File: config.mk
export PLATFORM = sky130hd
export DESIGN_NAME = tcpw_timer_top
export DESIGN_NICKNAME = d
export VERILOG_FILES = /design/src/common/tcpw_pkg.sv /design/src/common/tcpw_pre_if.sv /design/src/tcpw_prescaler.sv /design/src/tcpw_timer_top.sv
export SDC_FILE = /design/constraint.sdc
export NUM_CORES = 1
export LEC_CHECK = 0
export ABC_AREA = 1
export BUFFER_PORTS_ARGS = -buffer_cell sky130_fd_sc_hd__buf_2
export CORE_AREA = 2 2 175 177
export DETAILED_ROUTE_END_ITERATION = 16
export DIE_AREA = 0 0 177 179
export PLACE_DENSITY = 0.59
export SYNTH_ARGS = -nofsm -noshare
export SYNTH_HDL_FRONTEND = slang
export SYNTH_SLANG_ARGS = --single-unit
File: constraint.sdc
create_clock -name pclk -period 6.11 [get_ports pclk]
set_input_delay 1.222 -clock pclk [delete_from_list [all_inputs] [get_ports pclk]]
set_output_delay 1.222 -clock pclk [all_outputs]
set_load 0.005 [all_outputs]
File: src/common/tcpw_pkg.sv
// constants, register layouts and shared helpers of the timer block
// What this block does
// - high pulse timer scale 1:2 to 1:256
// - high pulse clock: sub-oscillator or instruction cycle
// - low pulse timer scale 1:2 to 1:256
// - low pulse clock: sub-oscillator or instruction cycle
// - first counter: 8-bit down, preset, readable count
// - first counter reloads preset after its interrupt
// - second counter: 8-bit down, preset, auto reload
// - second counter makes carrier at clock/(preset+1)
// - high pulse timer: 8-bit down, preset, reload
// - output high for (preset+1) timer clocks
// - low pulse timer: 8-bit down, preset, reload
// - output low for (preset+1) timer clocks
// - eight-bit readable writable interrupt enable mask
// - separate 8-bit prescalers, timer and watchdog
// - writing timer counter clears its prescaler
// - clear or sleep command clears watchdog
// - timer counts instruction cycles, osc/2 or osc/4
// - external source counts selected pin edges
// - watchdog runs free, also during sleep
// - enabled watchdog time-out resets the device
// - software enables watchdog at any time
// - unscaled watchdog time-out about 18 ms
// - timer prescale off 1:1, else 1:2..1:256
// - watchdog scale 1:1 up to 1:128
// - edge select 0 rising, 1 falling
// - timer source 0 internal, 1 pin
package tcpw_pkg;
   localparam int CLK_FREQ_HZ = 10_000_000;
   localparam int WDT_TIMEOUT_MS = 18;
   localparam int WDT_BASE_CYCLES = WDT_TIMEOUT_MS * (CLK_FREQ_HZ / 1000);
   localparam int PRE_W = 8;
   localparam int SHIFT_W = 4;
   localparam logic [PRE_W-1:0] PRE_ONE = 8'h01;
   localparam logic [1:0] INSTR_FAST_LAST = 2'h1;
   localparam logic [1:0] INSTR_SLOW_LAST = 2'h3;
   localparam logic [7:0] ADDR_TIMER_COUNT = 8'h00;
   localparam logic [7:0] ADDR_TIMER_CTRL = 8'h04;
   localparam logic [7:0] ADDR_WDOG_CTRL = 8'h08;
   localparam logic [7:0] ADDR_CNT_CTRL = 8'h0C;
   localparam logic [7:0] ADDR_PW_CTRL = 8'h10;
   localparam logic [7:0] ADDR_ONE_PRESET = 8'h14;
   localparam logic [7:0] ADDR_TWO_PRESET = 8'h18;
   localparam logic [7:0] ADDR_HIGH_PRESET = 8'h1C;
   localparam logic [7:0] ADDR_LOW_PRESET = 8'h20;
   localparam logic [7:0] ADDR_IRQ_MASK = 8'h24;
   localparam logic [7:0] ADDR_IRQ_FLAGS = 8'h28;
   localparam logic [7:0] ADDR_RUN_CTRL = 8'h2C;
   localparam logic [7:0] ADDR_WDOG_CMD = 8'h30;
   localparam int IRQ_TIMER = 0;
   localparam int IRQ_EXT0 = 1;
   localparam int IRQ_EXT1 = 2;
   localparam int IRQ_ONE = 3;
   localparam int IRQ_TWO = 4;
   localparam int IRQ_HIGH = 5;
   localparam int IRQ_LOW = 6;
   localparam int IRQ_CHANGE = 7;
   localparam int WCMD_CLEAR = 0;
   localparam int WCMD_SLEEP = 1;
   localparam int PRE_TIMER = 0;
   localparam int PRE_ONE_CNT = 1;
   localparam int PRE_TWO_CNT = 2;
   localparam int PRE_HIGH = 3;
   localparam int PRE_LOW = 4;
   localparam int PRE_WDOG = 5;
   localparam int PRE_NUM = 6;

   typedef struct packed {
      logic src;
      logic edge_fall;
      logic psc_en;
      logic [2:0] sel;
   } tcpw_timer_ctrl_t;

   typedef struct packed {
      logic en;
      logic [2:0] sel;
   } tcpw_wdog_ctrl_t;

   typedef struct packed {
      logic two_src;
      logic [2:0] two_sel;
      logic one_src;
      logic [2:0] one_sel;
   } tcpw_cnt_ctrl_t;

   typedef struct packed {
      logic low_src;
      logic [2:0] low_sel;
      logic high_src;
      logic [2:0] high_sel;
   } tcpw_pw_ctrl_t;

   typedef struct packed {
      logic ir_en;
      logic low_en;
      logic high_en;
      logic two_en;
      logic one_en;
   } tcpw_run_ctrl_t;

   // scale codes 0..7 mean 1:2..1:256
   function automatic logic [SHIFT_W-1:0] tcpw_scale_shift(
      input logic [2:0] sel);
      return {1'b0, sel} + 4'h1;
   endfunction : tcpw_scale_shift

   function automatic logic [PRE_W-1:0] tcpw_ratio_mask(
      input logic [SHIFT_W-1:0] sh);
      logic [PRE_W:0] m;
      m = (9'h001 << sh) - 9'h001;
      return m[PRE_W-1:0];
   endfunction : tcpw_ratio_mask

   // returns {underflow, next count}
   function automatic logic [8:0] tcpw_down_step(
      input logic [7:0] cnt,
      input logic [7:0] preset,
      input logic tick);
      logic [8:0] r;
      r = {1'b0, cnt};
      if (tick) begin
         r = (cnt == 8'h00) ? {1'b1, preset} : {1'b0, cnt - 8'h01};
      end
      return r;
   endfunction : tcpw_down_step
endpackage : tcpw_pkg

File: src/common/tcpw_pre_if.sv
// link between the timer core and one of its prescalers
`timescale 1ns/1ns
`default_nettype none
interface tcpw_pre_if import tcpw_pkg::*; ();
   logic en;
   logic clr;
   logic [SHIFT_W-1:0] shift;
   logic tick;
   modport pre (input en, input clr, input shift, output tick);
   modport user (output en, output clr, output shift, input tick);
endinterface : tcpw_pre_if
`default_nettype wire

File: src/tcpw_prescaler.sv
// 8-bit prescaler dividing an enable by a power of two
`timescale 1ns/1ns
`default_nettype none
module tcpw_prescaler import tcpw_pkg::*; (
   input wire logic pclk,
   input wire logic presetn,
   tcpw_pre_if.pre p
);
   typedef struct packed {
      logic [PRE_W-1:0] cnt;
   } tcpw_pre_state_t;

   tcpw_pre_state_t s_reg;
   tcpw_pre_state_t s_next;
   logic [PRE_W-1:0] mask;

   // shift 0 gives an empty mask, i.e. straight through
   assign mask = tcpw_ratio_mask(p.shift);
   assign p.tick = p.en && !p.clr && ((s_reg.cnt & mask) == mask);

   always_comb begin
      s_next = s_reg;
      if (p.clr) begin
         s_next.cnt = '0;
      end else if (p.en) begin
         s_next.cnt = s_reg.cnt + PRE_ONE;
      end
   end

   always_ff @(posedge pclk or negedge presetn) begin
      if (!presetn) begin
         s_reg <= '0;
      end else begin
         s_reg <= s_next;
      end
   end
endmodule : tcpw_prescaler
`default_nettype wire

File: src/tcpw_timer_top.sv
// timer counter, down counters, pulse width timers and watchdog
//
// The implementer's own choices: the APB slave port and the placing of the registers.
`timescale 1ns/1ns
`default_nettype none
module tcpw_timer_top import tcpw_pkg::*; #(
   parameter int unsigned WDT_CYCLES = WDT_BASE_CYCLES
) (
   input wire logic pclk,
   input wire logic presetn,
   input wire logic psel,
   input wire logic penable,
   input wire logic pwrite,
   input wire logic [7:0] paddr,
   input wire logic [31:0] pwdata,
   output logic [31:0] prdata,
   output logic pready,
   output logic pslverr,
   input wire logic cycle_clock_option,
   input wire logic sub_oscillator_clock,
   input wire logic counter_pin,
   input wire logic ext_zero_event,
   input wire logic ext_one_event,
   input wire logic input_change_event,
   output logic irq,
   output logic ir_out,
   output logic watchdog_reset
);
   localparam int WCW = $clog2(WDT_CYCLES + 1);
   localparam logic [WCW-1:0] WDT_LAST = WCW'(WDT_CYCLES - 1);
   localparam logic [WCW-1:0] WDT_STEP = WCW'(1);

   typedef struct packed {
      logic [1:0] instr_div;
      logic [7:0] timer_count;
      tcpw_timer_ctrl_t timer_ctrl;
      tcpw_wdog_ctrl_t wdog_ctrl;
      tcpw_cnt_ctrl_t cnt_ctrl;
      tcpw_pw_ctrl_t pw_ctrl;
      tcpw_run_ctrl_t run_ctrl;
      logic [7:0] one_preset;
      logic [7:0] two_preset;
      logic [7:0] high_preset;
      logic [7:0] low_preset;
      logic [7:0] one_count;
      logic [7:0] two_count;
      logic [7:0] high_count;
      logic [7:0] low_count;
      logic [7:0] irq_mask;
      logic [7:0] irq_flags;
      logic pwm_high;
      logic pin_prev;
      logic [WCW-1:0] wdog_base;
      logic [31:0] prdata;
      logic pready;
      logic pslverr;
      logic irq;
      logic ir_out;
      logic wdog_reset;
   } tcpw_top_state_t;

   tcpw_top_state_t s_reg;
   tcpw_top_state_t s_next;
   logic access;
   logic wr;
   logic instr_en;
   logic rise;
   logic fall;
   logic pin_edge;
   logic base_done;
   logic wdog_clr;
   logic high_phase;
   logic low_phase;
   logic carrier;
   logic one_under;
   logic two_under;
   logic high_under;
   logic low_under;
   logic [7:0] ev;

   tcpw_pre_if pre [PRE_NUM] ();

   for (genvar i = 0; i < PRE_NUM; i++) begin : g_pre
      tcpw_prescaler u_pre (
         .pclk(pclk),
         .presetn(presetn),
         .p(pre[i])
      );
   end

   assign access = psel && penable;
   // a write lands only on the edge where pready is seen high
   assign wr = access && s_reg.pready && pwrite;
   // pclk is the oscillator; one instruction cycle is 2 or 4 of it
   assign instr_en = s_reg.instr_div == (cycle_clock_option ?
      INSTR_SLOW_LAST : INSTR_FAST_LAST);
   // pin edges are seen once per pclk, faster than the cycle clock
   assign rise = counter_pin && !s_reg.pin_prev;
   assign fall = !counter_pin && s_reg.pin_prev;
   assign pin_edge = s_reg.timer_ctrl.edge_fall ? fall : rise;
   assign base_done = s_reg.wdog_ctrl.en && s_reg.wdog_base == WDT_LAST;
   assign wdog_clr = wr && paddr == ADDR_WDOG_CMD &&
      (pwdata[WCMD_CLEAR] || pwdata[WCMD_SLEEP]);
   // pulse timers alternate; a lone timer runs all the time
   assign high_phase = s_reg.pwm_high || !s_reg.run_ctrl.low_en;
   assign low_phase = !s_reg.pwm_high || !s_reg.run_ctrl.high_en;
   assign carrier = s_reg.two_count > (s_reg.two_preset >> 1);

   // timer counter prescaler
   assign pre[PRE_TIMER].en = s_reg.timer_ctrl.src ?
      pin_edge : instr_en;
   assign pre[PRE_TIMER].shift = s_reg.timer_ctrl.psc_en ?
      tcpw_scale_shift(s_reg.timer_ctrl.sel) : 4'h0;
   assign pre[PRE_TIMER].clr = wr && paddr == ADDR_TIMER_COUNT;

   assign pre[PRE_ONE_CNT].en = s_reg.run_ctrl.one_en &&
      (s_reg.cnt_ctrl.one_src ? instr_en : sub_oscillator_clock);
   assign pre[PRE_ONE_CNT].shift = tcpw_scale_shift(s_reg.cnt_ctrl.one_sel);
   assign pre[PRE_ONE_CNT].clr = !s_reg.run_ctrl.one_en;

   assign pre[PRE_TWO_CNT].en = s_reg.run_ctrl.two_en &&
      (s_reg.cnt_ctrl.two_src ? instr_en : sub_oscillator_clock);
   assign pre[PRE_TWO_CNT].shift = tcpw_scale_shift(s_reg.cnt_ctrl.two_sel);
   assign pre[PRE_TWO_CNT].clr = !s_reg.run_ctrl.two_en;

   assign pre[PRE_HIGH].en = s_reg.run_ctrl.high_en && high_phase &&
      (s_reg.pw_ctrl.high_src ? instr_en : sub_oscillator_clock);
   assign pre[PRE_HIGH].shift =
      tcpw_scale_shift(s_reg.pw_ctrl.high_sel);
   assign pre[PRE_HIGH].clr = !s_reg.run_ctrl.high_en;

   assign pre[PRE_LOW].en = s_reg.run_ctrl.low_en && low_phase &&
      (s_reg.pw_ctrl.low_src ? instr_en : sub_oscillator_clock);
   assign pre[PRE_LOW].shift =
      tcpw_scale_shift(s_reg.pw_ctrl.low_sel);
   assign pre[PRE_LOW].clr = !s_reg.run_ctrl.low_en;

   // watchdog scale is 1:1..1:128, one step below the others
   assign pre[PRE_WDOG].en = base_done;
   assign pre[PRE_WDOG].shift = {1'b0, s_reg.wdog_ctrl.sel};
   assign pre[PRE_WDOG].clr = wdog_clr || !s_reg.wdog_ctrl.en;

   always_comb begin
      s_next = s_reg;
      ev = '0;
      s_next.pin_prev = counter_pin;
      s_next.instr_div = instr_en ? 2'h0 : s_reg.instr_div + 2'h1;

      if (pre[PRE_TIMER].tick) begin
         s_next.timer_count = s_reg.timer_count + 8'h01;
      end
      ev[IRQ_TIMER] = pre[PRE_TIMER].tick && s_reg.timer_count == 8'hFF;

      {one_under, s_next.one_count} = tcpw_down_step(s_reg.one_count,
         s_reg.one_preset, pre[PRE_ONE_CNT].tick);
      {two_under, s_next.two_count} = tcpw_down_step(s_reg.two_count,
         s_reg.two_preset, pre[PRE_TWO_CNT].tick);
      {high_under, s_next.high_count} = tcpw_down_step(s_reg.high_count,
         s_reg.high_preset, pre[PRE_HIGH].tick);
      {low_under, s_next.low_count} = tcpw_down_step(s_reg.low_count,
         s_reg.low_preset, pre[PRE_LOW].tick);
      ev[IRQ_ONE] = one_under;
      ev[IRQ_TWO] = two_under;
      ev[IRQ_HIGH] = high_under;
      ev[IRQ_LOW] = low_under;
      ev[IRQ_EXT0] = ext_zero_event;
      ev[IRQ_EXT1] = ext_one_event;
      ev[IRQ_CHANGE] = input_change_event;

      // preset+1 ticks per phase, then hand over to the other timer
      if (high_under && s_reg.run_ctrl.low_en) begin
         s_next.pwm_high = 1'b0;
      end
      if (low_under && s_reg.run_ctrl.high_en) begin
         s_next.pwm_high = 1'b1;
      end

      // no sleep gating: the watchdog base keeps counting
      if (wdog_clr || !s_reg.wdog_ctrl.en || base_done) begin
         s_next.wdog_base = '0;
      end else begin
         s_next.wdog_base = s_reg.wdog_base + WDT_STEP;
      end
      s_next.wdog_reset = pre[PRE_WDOG].tick;

      // apb: setup, then one wait state; read data sampled meanwhile
      s_next.pready = access && !s_reg.pready;
      if (access && !s_reg.pready) begin
         s_next.pslverr = 1'b0;
         case (paddr)
            ADDR_TIMER_COUNT: s_next.prdata = {24'h0, s_reg.timer_count};
            ADDR_TIMER_CTRL: s_next.prdata = {26'h0, s_reg.timer_ctrl};
            ADDR_WDOG_CTRL: s_next.prdata = {28'h0, s_reg.wdog_ctrl};
            ADDR_CNT_CTRL: s_next.prdata = {24'h0, s_reg.cnt_ctrl};
            ADDR_PW_CTRL: s_next.prdata = {24'h0, s_reg.pw_ctrl};
            ADDR_ONE_PRESET: s_next.prdata = {24'h0, s_reg.one_count};
            ADDR_TWO_PRESET: s_next.prdata = {24'h0, s_reg.two_count};
            ADDR_HIGH_PRESET: s_next.prdata = {24'h0, s_reg.high_count};
            ADDR_LOW_PRESET: s_next.prdata = {24'h0, s_reg.low_count};
            ADDR_IRQ_MASK: s_next.prdata = {24'h0, s_reg.irq_mask};
            ADDR_IRQ_FLAGS: s_next.prdata = {24'h0, s_reg.irq_flags};
            ADDR_RUN_CTRL: s_next.prdata = {27'h0, s_reg.run_ctrl};
            ADDR_WDOG_CMD: s_next.prdata = 32'h0;
            default: begin
               s_next.prdata = 32'h0;
               s_next.pslverr = 1'b1;
            end
         endcase
      end

      // register writes override any count step in the same cycle
      if (wr) begin
         case (paddr)
            ADDR_TIMER_COUNT: s_next.timer_count = pwdata[7:0];
            ADDR_TIMER_CTRL: s_next.timer_ctrl =
               tcpw_timer_ctrl_t'(pwdata[$bits(tcpw_timer_ctrl_t)-1:0]);
            ADDR_WDOG_CTRL: s_next.wdog_ctrl =
               tcpw_wdog_ctrl_t'(pwdata[$bits(tcpw_wdog_ctrl_t)-1:0]);
            ADDR_CNT_CTRL: s_next.cnt_ctrl = tcpw_cnt_ctrl_t'(pwdata[7:0]);
            ADDR_PW_CTRL: s_next.pw_ctrl = tcpw_pw_ctrl_t'(pwdata[7:0]);
            ADDR_ONE_PRESET: begin
               s_next.one_preset = pwdata[7:0];
               s_next.one_count = pwdata[7:0];
            end
            ADDR_TWO_PRESET: begin
               s_next.two_preset = pwdata[7:0];
               s_next.two_count = pwdata[7:0];
            end
            ADDR_HIGH_PRESET: begin
               s_next.high_preset = pwdata[7:0];
               s_next.high_count = pwdata[7:0];
            end
            ADDR_LOW_PRESET: begin
               s_next.low_preset = pwdata[7:0];
               s_next.low_count = pwdata[7:0];
            end
            ADDR_IRQ_MASK: s_next.irq_mask = pwdata[7:0];
            ADDR_IRQ_FLAGS: s_next.irq_flags = s_reg.irq_flags &
               ~pwdata[7:0];
            ADDR_RUN_CTRL: s_next.run_ctrl =
               tcpw_run_ctrl_t'(pwdata[$bits(tcpw_run_ctrl_t)-1:0]);
            default: begin
            end
         endcase
      end
      // a new event beats a clear in the same cycle
      s_next.irq_flags = s_next.irq_flags | ev;
      s_next.irq = |(s_next.irq_flags & s_next.irq_mask);

      if (s_reg.run_ctrl.ir_en) begin
         s_next.ir_out = s_reg.pwm_high && carrier &&
            s_reg.run_ctrl.two_en;
      end else begin
         s_next.ir_out = s_reg.pwm_high &&
            (s_reg.run_ctrl.high_en || s_reg.run_ctrl.low_en);
      end
   end

   always_ff @(posedge pclk or negedge presetn) begin
      if (!presetn) begin
         s_reg <= '0;
      end else begin
         s_reg <= s_next;
      end
   end

   assign prdata = s_reg.prdata;
   assign pready = s_reg.pready;
   assign pslverr = s_reg.pslverr;
   assign irq = s_reg.irq;
   assign ir_out = s_reg.ir_out;
   assign watchdog_reset = s_reg.wdog_reset;
endmodule : tcpw_timer_top
`default_nettype wire

After elaboration in Yosys (flattened, before gate mapping) --
Cells that the tools add are included.
Storage, ports and cells: output and inout port bits 37, flip-flop bits (word level) 226, input port bits 51
Operators by class: reductions and logical operators 68, bitwise gates (word level) 10, eq/ne operators 25, shift operators 6, $add $sub $neg 24, muxes and demuxes 53, order comparisons 1
Operators with widths (count):
- 8-bit 2-to-1 mux | 26
- 119-bit 2-to-1 mux | 1
- 8-bit case mux with 12 select lines | 1
- 8-bit by 1-bit subtractor with 8-bit output (second input constant) | 10
- 9-bit 2-to-1 mux | 8
- 8-bit bitwise AND | 8
- 8-bit by 1-bit adder with 8-bit output (second input constant) | 7
- 8-bit == test | 6
- 8-bit by 6-bit == test with 1-bit output (second input constant) | 5
- 8-bit logical NOT | 5
- 1-bit by 4-bit left shift with 8-bit output (first input constant) | 5
- 1-bit logical AND | 34
- 8-bit by 5-bit == test with 1-bit output (second input constant) | 4
- 3-bit by 1-bit adder with 4-bit output (second input constant) | 5
- 18-bit by 1-bit adder with 18-bit output (second input constant) | 1
- 18-bit == test (second input constant) | 1
- 18-bit 2-to-1 mux | 1
- 2-bit AND reduction | 9
- 8-bit by 4-bit == test with 1-bit output (second input constant) | 2
- 13-bit OR reduction | 1
- 1-bit 2-to-1 mux | 10
- 1-bit logical NOT | 9
- 8-bit by 3-bit == test with 1-bit output (second input constant) | 1
- 8-bit == test (second input constant) | 1
- 14 further kinds | 26

Longest topological paths before layout --
depth after elaboration 13, depth in mapped cells 18, mapped depth without buffers 17

Cells and area by module --
Synthesis repeated with hierarchy kept, for this count alone.
Second synthesis, totals: cells, all modules 1714, area, all modules 12553.3 um^2
Modules (own cells, without submodules):
- tcpw_timer_top | instances 1, cells an instance 1174, area each 9039.9 um^2, sequential area each 3853.7 um^2
- tcpw_prescaler | instances 6, cells an instance 90, area each 585.6 um^2, sequential area each 200.2 um^2

Worst setup path before layout --
No wires, ideal clock.
kind input to register, start input port paddr[7], end register g_pre[5].u_pre.s_reg[3] in the netlist's numbering, stages 9, path slack 3.677 ns, setup time 0.126 ns, data required time 5.984 ns, arrival time 2.306 ns, path buffers 1, cell sequence nor2_2 -> inv_2 -> nor3_1 -> o211ai_1 -> nand2_1 -> nor2_4 -> inv_2 -> buf_2 -> o22ai_1
On the way: word-level cells in the longest chain between the ends 5, elaborated cells between the ends (all ways) 6, classes of those cells 1 x eq/ne; 1 x mux; 4 x reduce/logical
Ends and longest elaborated chain:
- start: declaration | line tcpw_timer_top.sv:14 | input wire logic [7:0] paddr,
- 8-bit by 6-bit == test with 1-bit output (*) | line tcpw_timer_top.sv:102 | assign wdog_clr = wr && paddr == ADDR_WDOG_CMD &&
- 1-bit logical AND (*) (2 in series) | line tcpw_timer_top.sv:102
- 1-bit logical OR (*) | line tcpw_timer_top.sv:141 | assign pre[PRE_WDOG].clr = wdog_clr || !s_reg.wdog_ctrl.en;
- 8-bit 2-to-1 mux or 2-bit nonzero test (tied branches)
- end signal: assignment | line tcpw_prescaler.sv:34 | s_reg <= s_next;
- end: declaration | line tcpw_prescaler.sv:13 | tcpw_pre_state_t s_reg;
Every way passes the cells marked *; elsewhere a longest branch is shown, timed or not. A chain may end at the register's enable or synchronous reset.

Worst setup path after layout --
start input port paddr[7], end register s_reg[125] in the netlist's numbering
On the way: word-level cells in the longest chain between the ends 2
Ends and longest elaborated chain:
- 8-bit by 5-bit == test with 1-bit output | line tcpw_timer_top.sv:213 | case (paddr)
- 2-bit AND reduction (no line)
- end signal: assignment | line tcpw_timer_top.sv:263 | s_reg <= s_next;
- end: declaration | line tcpw_timer_top.sv:62 | tcpw_top_state_t s_reg;
Every way passes these cells.

==> results.sh <==
export IMPL_status="complete, no violations"
export IMPL_cts_max_path_buffers=3
export IMPL_largest_reg_flops=138
export IMPL_numPortBuffers=39
export IMPL_worstReg2RegStart="s_reg[155]$_DFFE_PN0P_"
export IMPL_yosysWarnings=0
export IMPL_async_flop_share_pct=100
export IMPL_finalHoldViolCount=0
export IMPL_overflow=0
export IMPL_cp_arrival_ns=3.80
export IMPL_drive_above_1_share_pct=8.92
export IMPL_multi_input_area_um2=5660
export IMPL_setup_viol=0
export IMPL_synth_seq_area_share_pct=42.5
export IMPL_skew_ns=0.0134
export IMPL_wl_met3_mm=1.67
export IMPL_met1_length_mm=14.3
export IMPL_grt_max_degree=100
export IMPL_ctsHoldBuffers=0
export IMPL_holdWs_ns=0.477
export IMPL_tns_ns=0
export IMPL_period_share_pct=55.0
export IMPL_synth_edff_count=0
export IMPL_gr_usage_all_layers_pct=20.0
export IMPL_synth_ff_latch_count=201
export IMPL_start_util_pct=39.4
export IMPL_wl_met2_mm=14.3
export IMPL_max_cap_violations=0
export IMPL_synth_top_family_by_area="simple AND/OR/NAND/NOR gates"
export IMPL_hold_start="prdata[5]$_DFFE_PN0P_"
export IMPL_rrSetupSlack_ns=3.33
export IMPL_r2r_end="s_reg[96]$_DFF_PN0_"
export IMPL_first_global_vias=9812
export IMPL_synthAdderAreaFrac_pct=2.86
export IMPL_first_pass_iters=5
export IMPL_netlist_area_um2=11800
export IMPL_synth_compound_area_share_pct=16.4
export IMPL_routed_top_layer="met4"
export IMPL_muxShareOfSynthArea_pct=0
export IMPL_synth_xor_area_share_pct=2.30
export IMPL_fillCellCount=3085
export IMPL_tritoncts="done"
export IMPL_dieArea_um2=31700
export IMPL_hpwl_mm=22.7
export IMPL_r2r_cells=16
export IMPL_cts_setup_buffers=0
export IMPL_timing_final_max_slew_violations=0
export IMPL_synth_cell_types=46
export IMPL_die_w_um=177
export IMPL_die_h_um=179
export IMPL_yosys_area_share_simple_pct=25.4
export IMPL_wl_per_cell_um=15.5
export IMPL_root_buffer="clkbuf_16"
export IMPL_cts_clk_slew_worst_paths_ns=0.06
export IMPL_drtIter0Drc=893
export IMPL_avgSynthCellArea_um2=7.56
export IMPL_cp_start_kind="input pin"
export IMPL_h_tree_depth=1
export IMPL_grt_pass1_wl_mm=50.4
export IMPL_ir_drop_uv=236
export IMPL_cp_max_fo=21
export IMPL_viasPerCell=5.16
export IMPL_pin_count=88
export IMPL_rsz0062_at_grt="false"
export IMPL_crit_path_end_kind="flip-flop"
export IMPL_cp_required_ns=6.55
export IMPL_relSlewSlack_pct=23.3
export IMPL_powerDensity_nw_per_um2=236
export IMPL_yosys_most_used_dff="dfrtp_1"
export IMPL_place_gp_congestion=0.914
export IMPL_seq_area_um2=5030
export IMPL_netlist_instances=1564
export IMPL_ant_nets=0
export IMPL_final_min_clock_period_ns=3.36
export IMPL_num_rows=64
export IMPL_syn_to_final_growth_pct=10.2
export IMPL_worstHoldEndpoint="prdata[5]$_DFFE_PN0P_"
export IMPL_vias=10400
export IMPL_core_um2=30000
export IMPL_max_freq_mhz=297
export IMPL_nNetsFinal=1675
export IMPL_criticalPathCategory="input pin to flip-flop"
export IMPL_drt_wl_total_mm=31.1
export IMPL_hold_depth=2
export IMPL_cts_resized=0
export IMPL_hold_path_class="flip-flop to flip-flop"
export IMPL_power_leakage_nw=6.08
export IMPL_tightestPinTransition_ns=1.15
export IMPL_antenna_found_initial=0
export IMPL_clk_latency_ns=0.52
export IMPL_cts_inserted_buffers=25
export IMPL_clock_sinks=201
export IMPL_drc=0
-- cells in the mapped netlist, types with 2 or more instances --
master    count  area share (%)
nor4_1        5            0.26
nor2_4        5            0.48
o22ai_1      34             1.8
buf_6         4            0.38
a21oi_1      56             2.4
nand2_1     355              11
ha_1         27             2.9
dfrtp_1     201              43
a221oi_1      9            0.67
xnor2_1       2            0.15
nand3_1     110             4.7
nand3_4       4            0.59
o221ai_1      3            0.22
inv_2        19            0.60
nand4_1      22             1.2
nor3_1       31             1.3
buf_4        35             2.2
o211ai_1      7            0.44
clkbuf_1     10            0.32
nand2_2      10            0.53
nand3_2       7            0.59
o31ai_1       5            0.32
nor3b_1       2            0.13
o21a_1        3            0.19
o32ai_1       2            0.15
nor3_4        2            0.27
a21oi_4       2            0.27
a211oi_1      2            0.13
o21ai_1      32             1.4
inv_1       198             6.3
o21ai_0     188             8.0
nor2_1      107             3.4
nor2_2        9            0.48
buf_2        15            0.63
xor2_1       29             2.1
conb_1        2           0.063
-- layout by cell type, fill, tap and decap left out, types with 5 or more instances in the layout --
master and n:
nor2_2 9, dfrtp_1 201, a21oi_1 56, buf_2 38
o21ai_1 32, inv_2 19, xor2_1 29, a221oi_1 9
o22ai_1 34, nand4_1 22, ha_1 27, nand3_1 110
nor4_1 5, buf_4 6, inv_1 198, clkbuf_8 9
o31ai_1 5, nor2_1 107, nand2_1 355, o211ai_1 7
clkbuf_16 25, nand2_2 10, nand3_2 7, nor3_1 31
conb_1 27, o21ai_0 188, nor2_4 5, clkbuf_1 6
-- how the worst max path moves through the flow --
stage	from	end	slack, ns	cells past startpoint
5_1_grt	paddr[7]	s_reg[128]$_DFFE_PN0P_	2.53	8
2_1_floorplan	paddr[7]	g_pre[5].u_pre.s_reg[3]$_DFFE_PN0N_	3.68	9
3_3_place_gp	paddr[7]	s_reg[93]$_DFF_PN0_	2.40	7
6_report	paddr[7]	s_reg[125]$_DFFE_PN0P_	2.75	8
3_5_place_dp	paddr[7]	s_reg[93]$_DFF_PN0_	2.34	7
4_1_cts	paddr[7]	s_reg[93]$_DFF_PN0_	2.86	7
-- critical path, cell delays in order --
cell and delay (ns):
buf_2 0.10, nor2_2 0.18, inv_2 0.07, nor3_4 0.41
nand2_1 0.49, nor2_1 1.01, nand2_1 0.16, o21ai_0 0.14
-- stage by stage --
stage	area, µm²	utilization, %	worst slack, ns	power [mW]	cells
after floorplan	11900	-	3.68	1.59	1589
after global placement	12200	40.8	2.40	1.67	1966
after detailed placement	12200	40.8	2.34	1.68	1966
after CTS	13000	43.4	2.86	3.11	2010
after global routing	13000	43.4	2.53	3.21	2010
final	13000	43.4	2.75	3.08	2011
-- cells by family (layout without fill, tap and decap cells) --
logic type | after synthesis | in the layout
compound gates | 350 | 350
fa+ha+maj | 27 | 27
other cells | 2 | 28
buf+inv | 282 | 307
simple gates | 671 | 671
xor+xnor | 31 | 31
flops | 201 | 201
-- report_power, final --
part,total (mW),switching (mW),internal [mW]
Combinational,0.235,0.163,0.0715
Clock,1.42,0.576,0.846
Sequential,1.42,0.0419,1.38
Total,3.08,0.781,2.29
-- per-layer routing --
metal  track usage [%]  vias up
met5                 0        -
met4              5.41        0
met3              3.22       50
met2              32.9      249
met1              27.3     4877
li1                  -     5202
-- area by class of cell --
class	count	share of cell area (%)
antenna	1	0.0192
clock buffer	39	5.82
clock inverter	5	0.221
inverter	218	6.28
multi-input combinational	1106	43.4
sequential	201	38.6
tap	396	3.80
timing repair buffer	45	1.91
(Power assumes the default switching activity.)
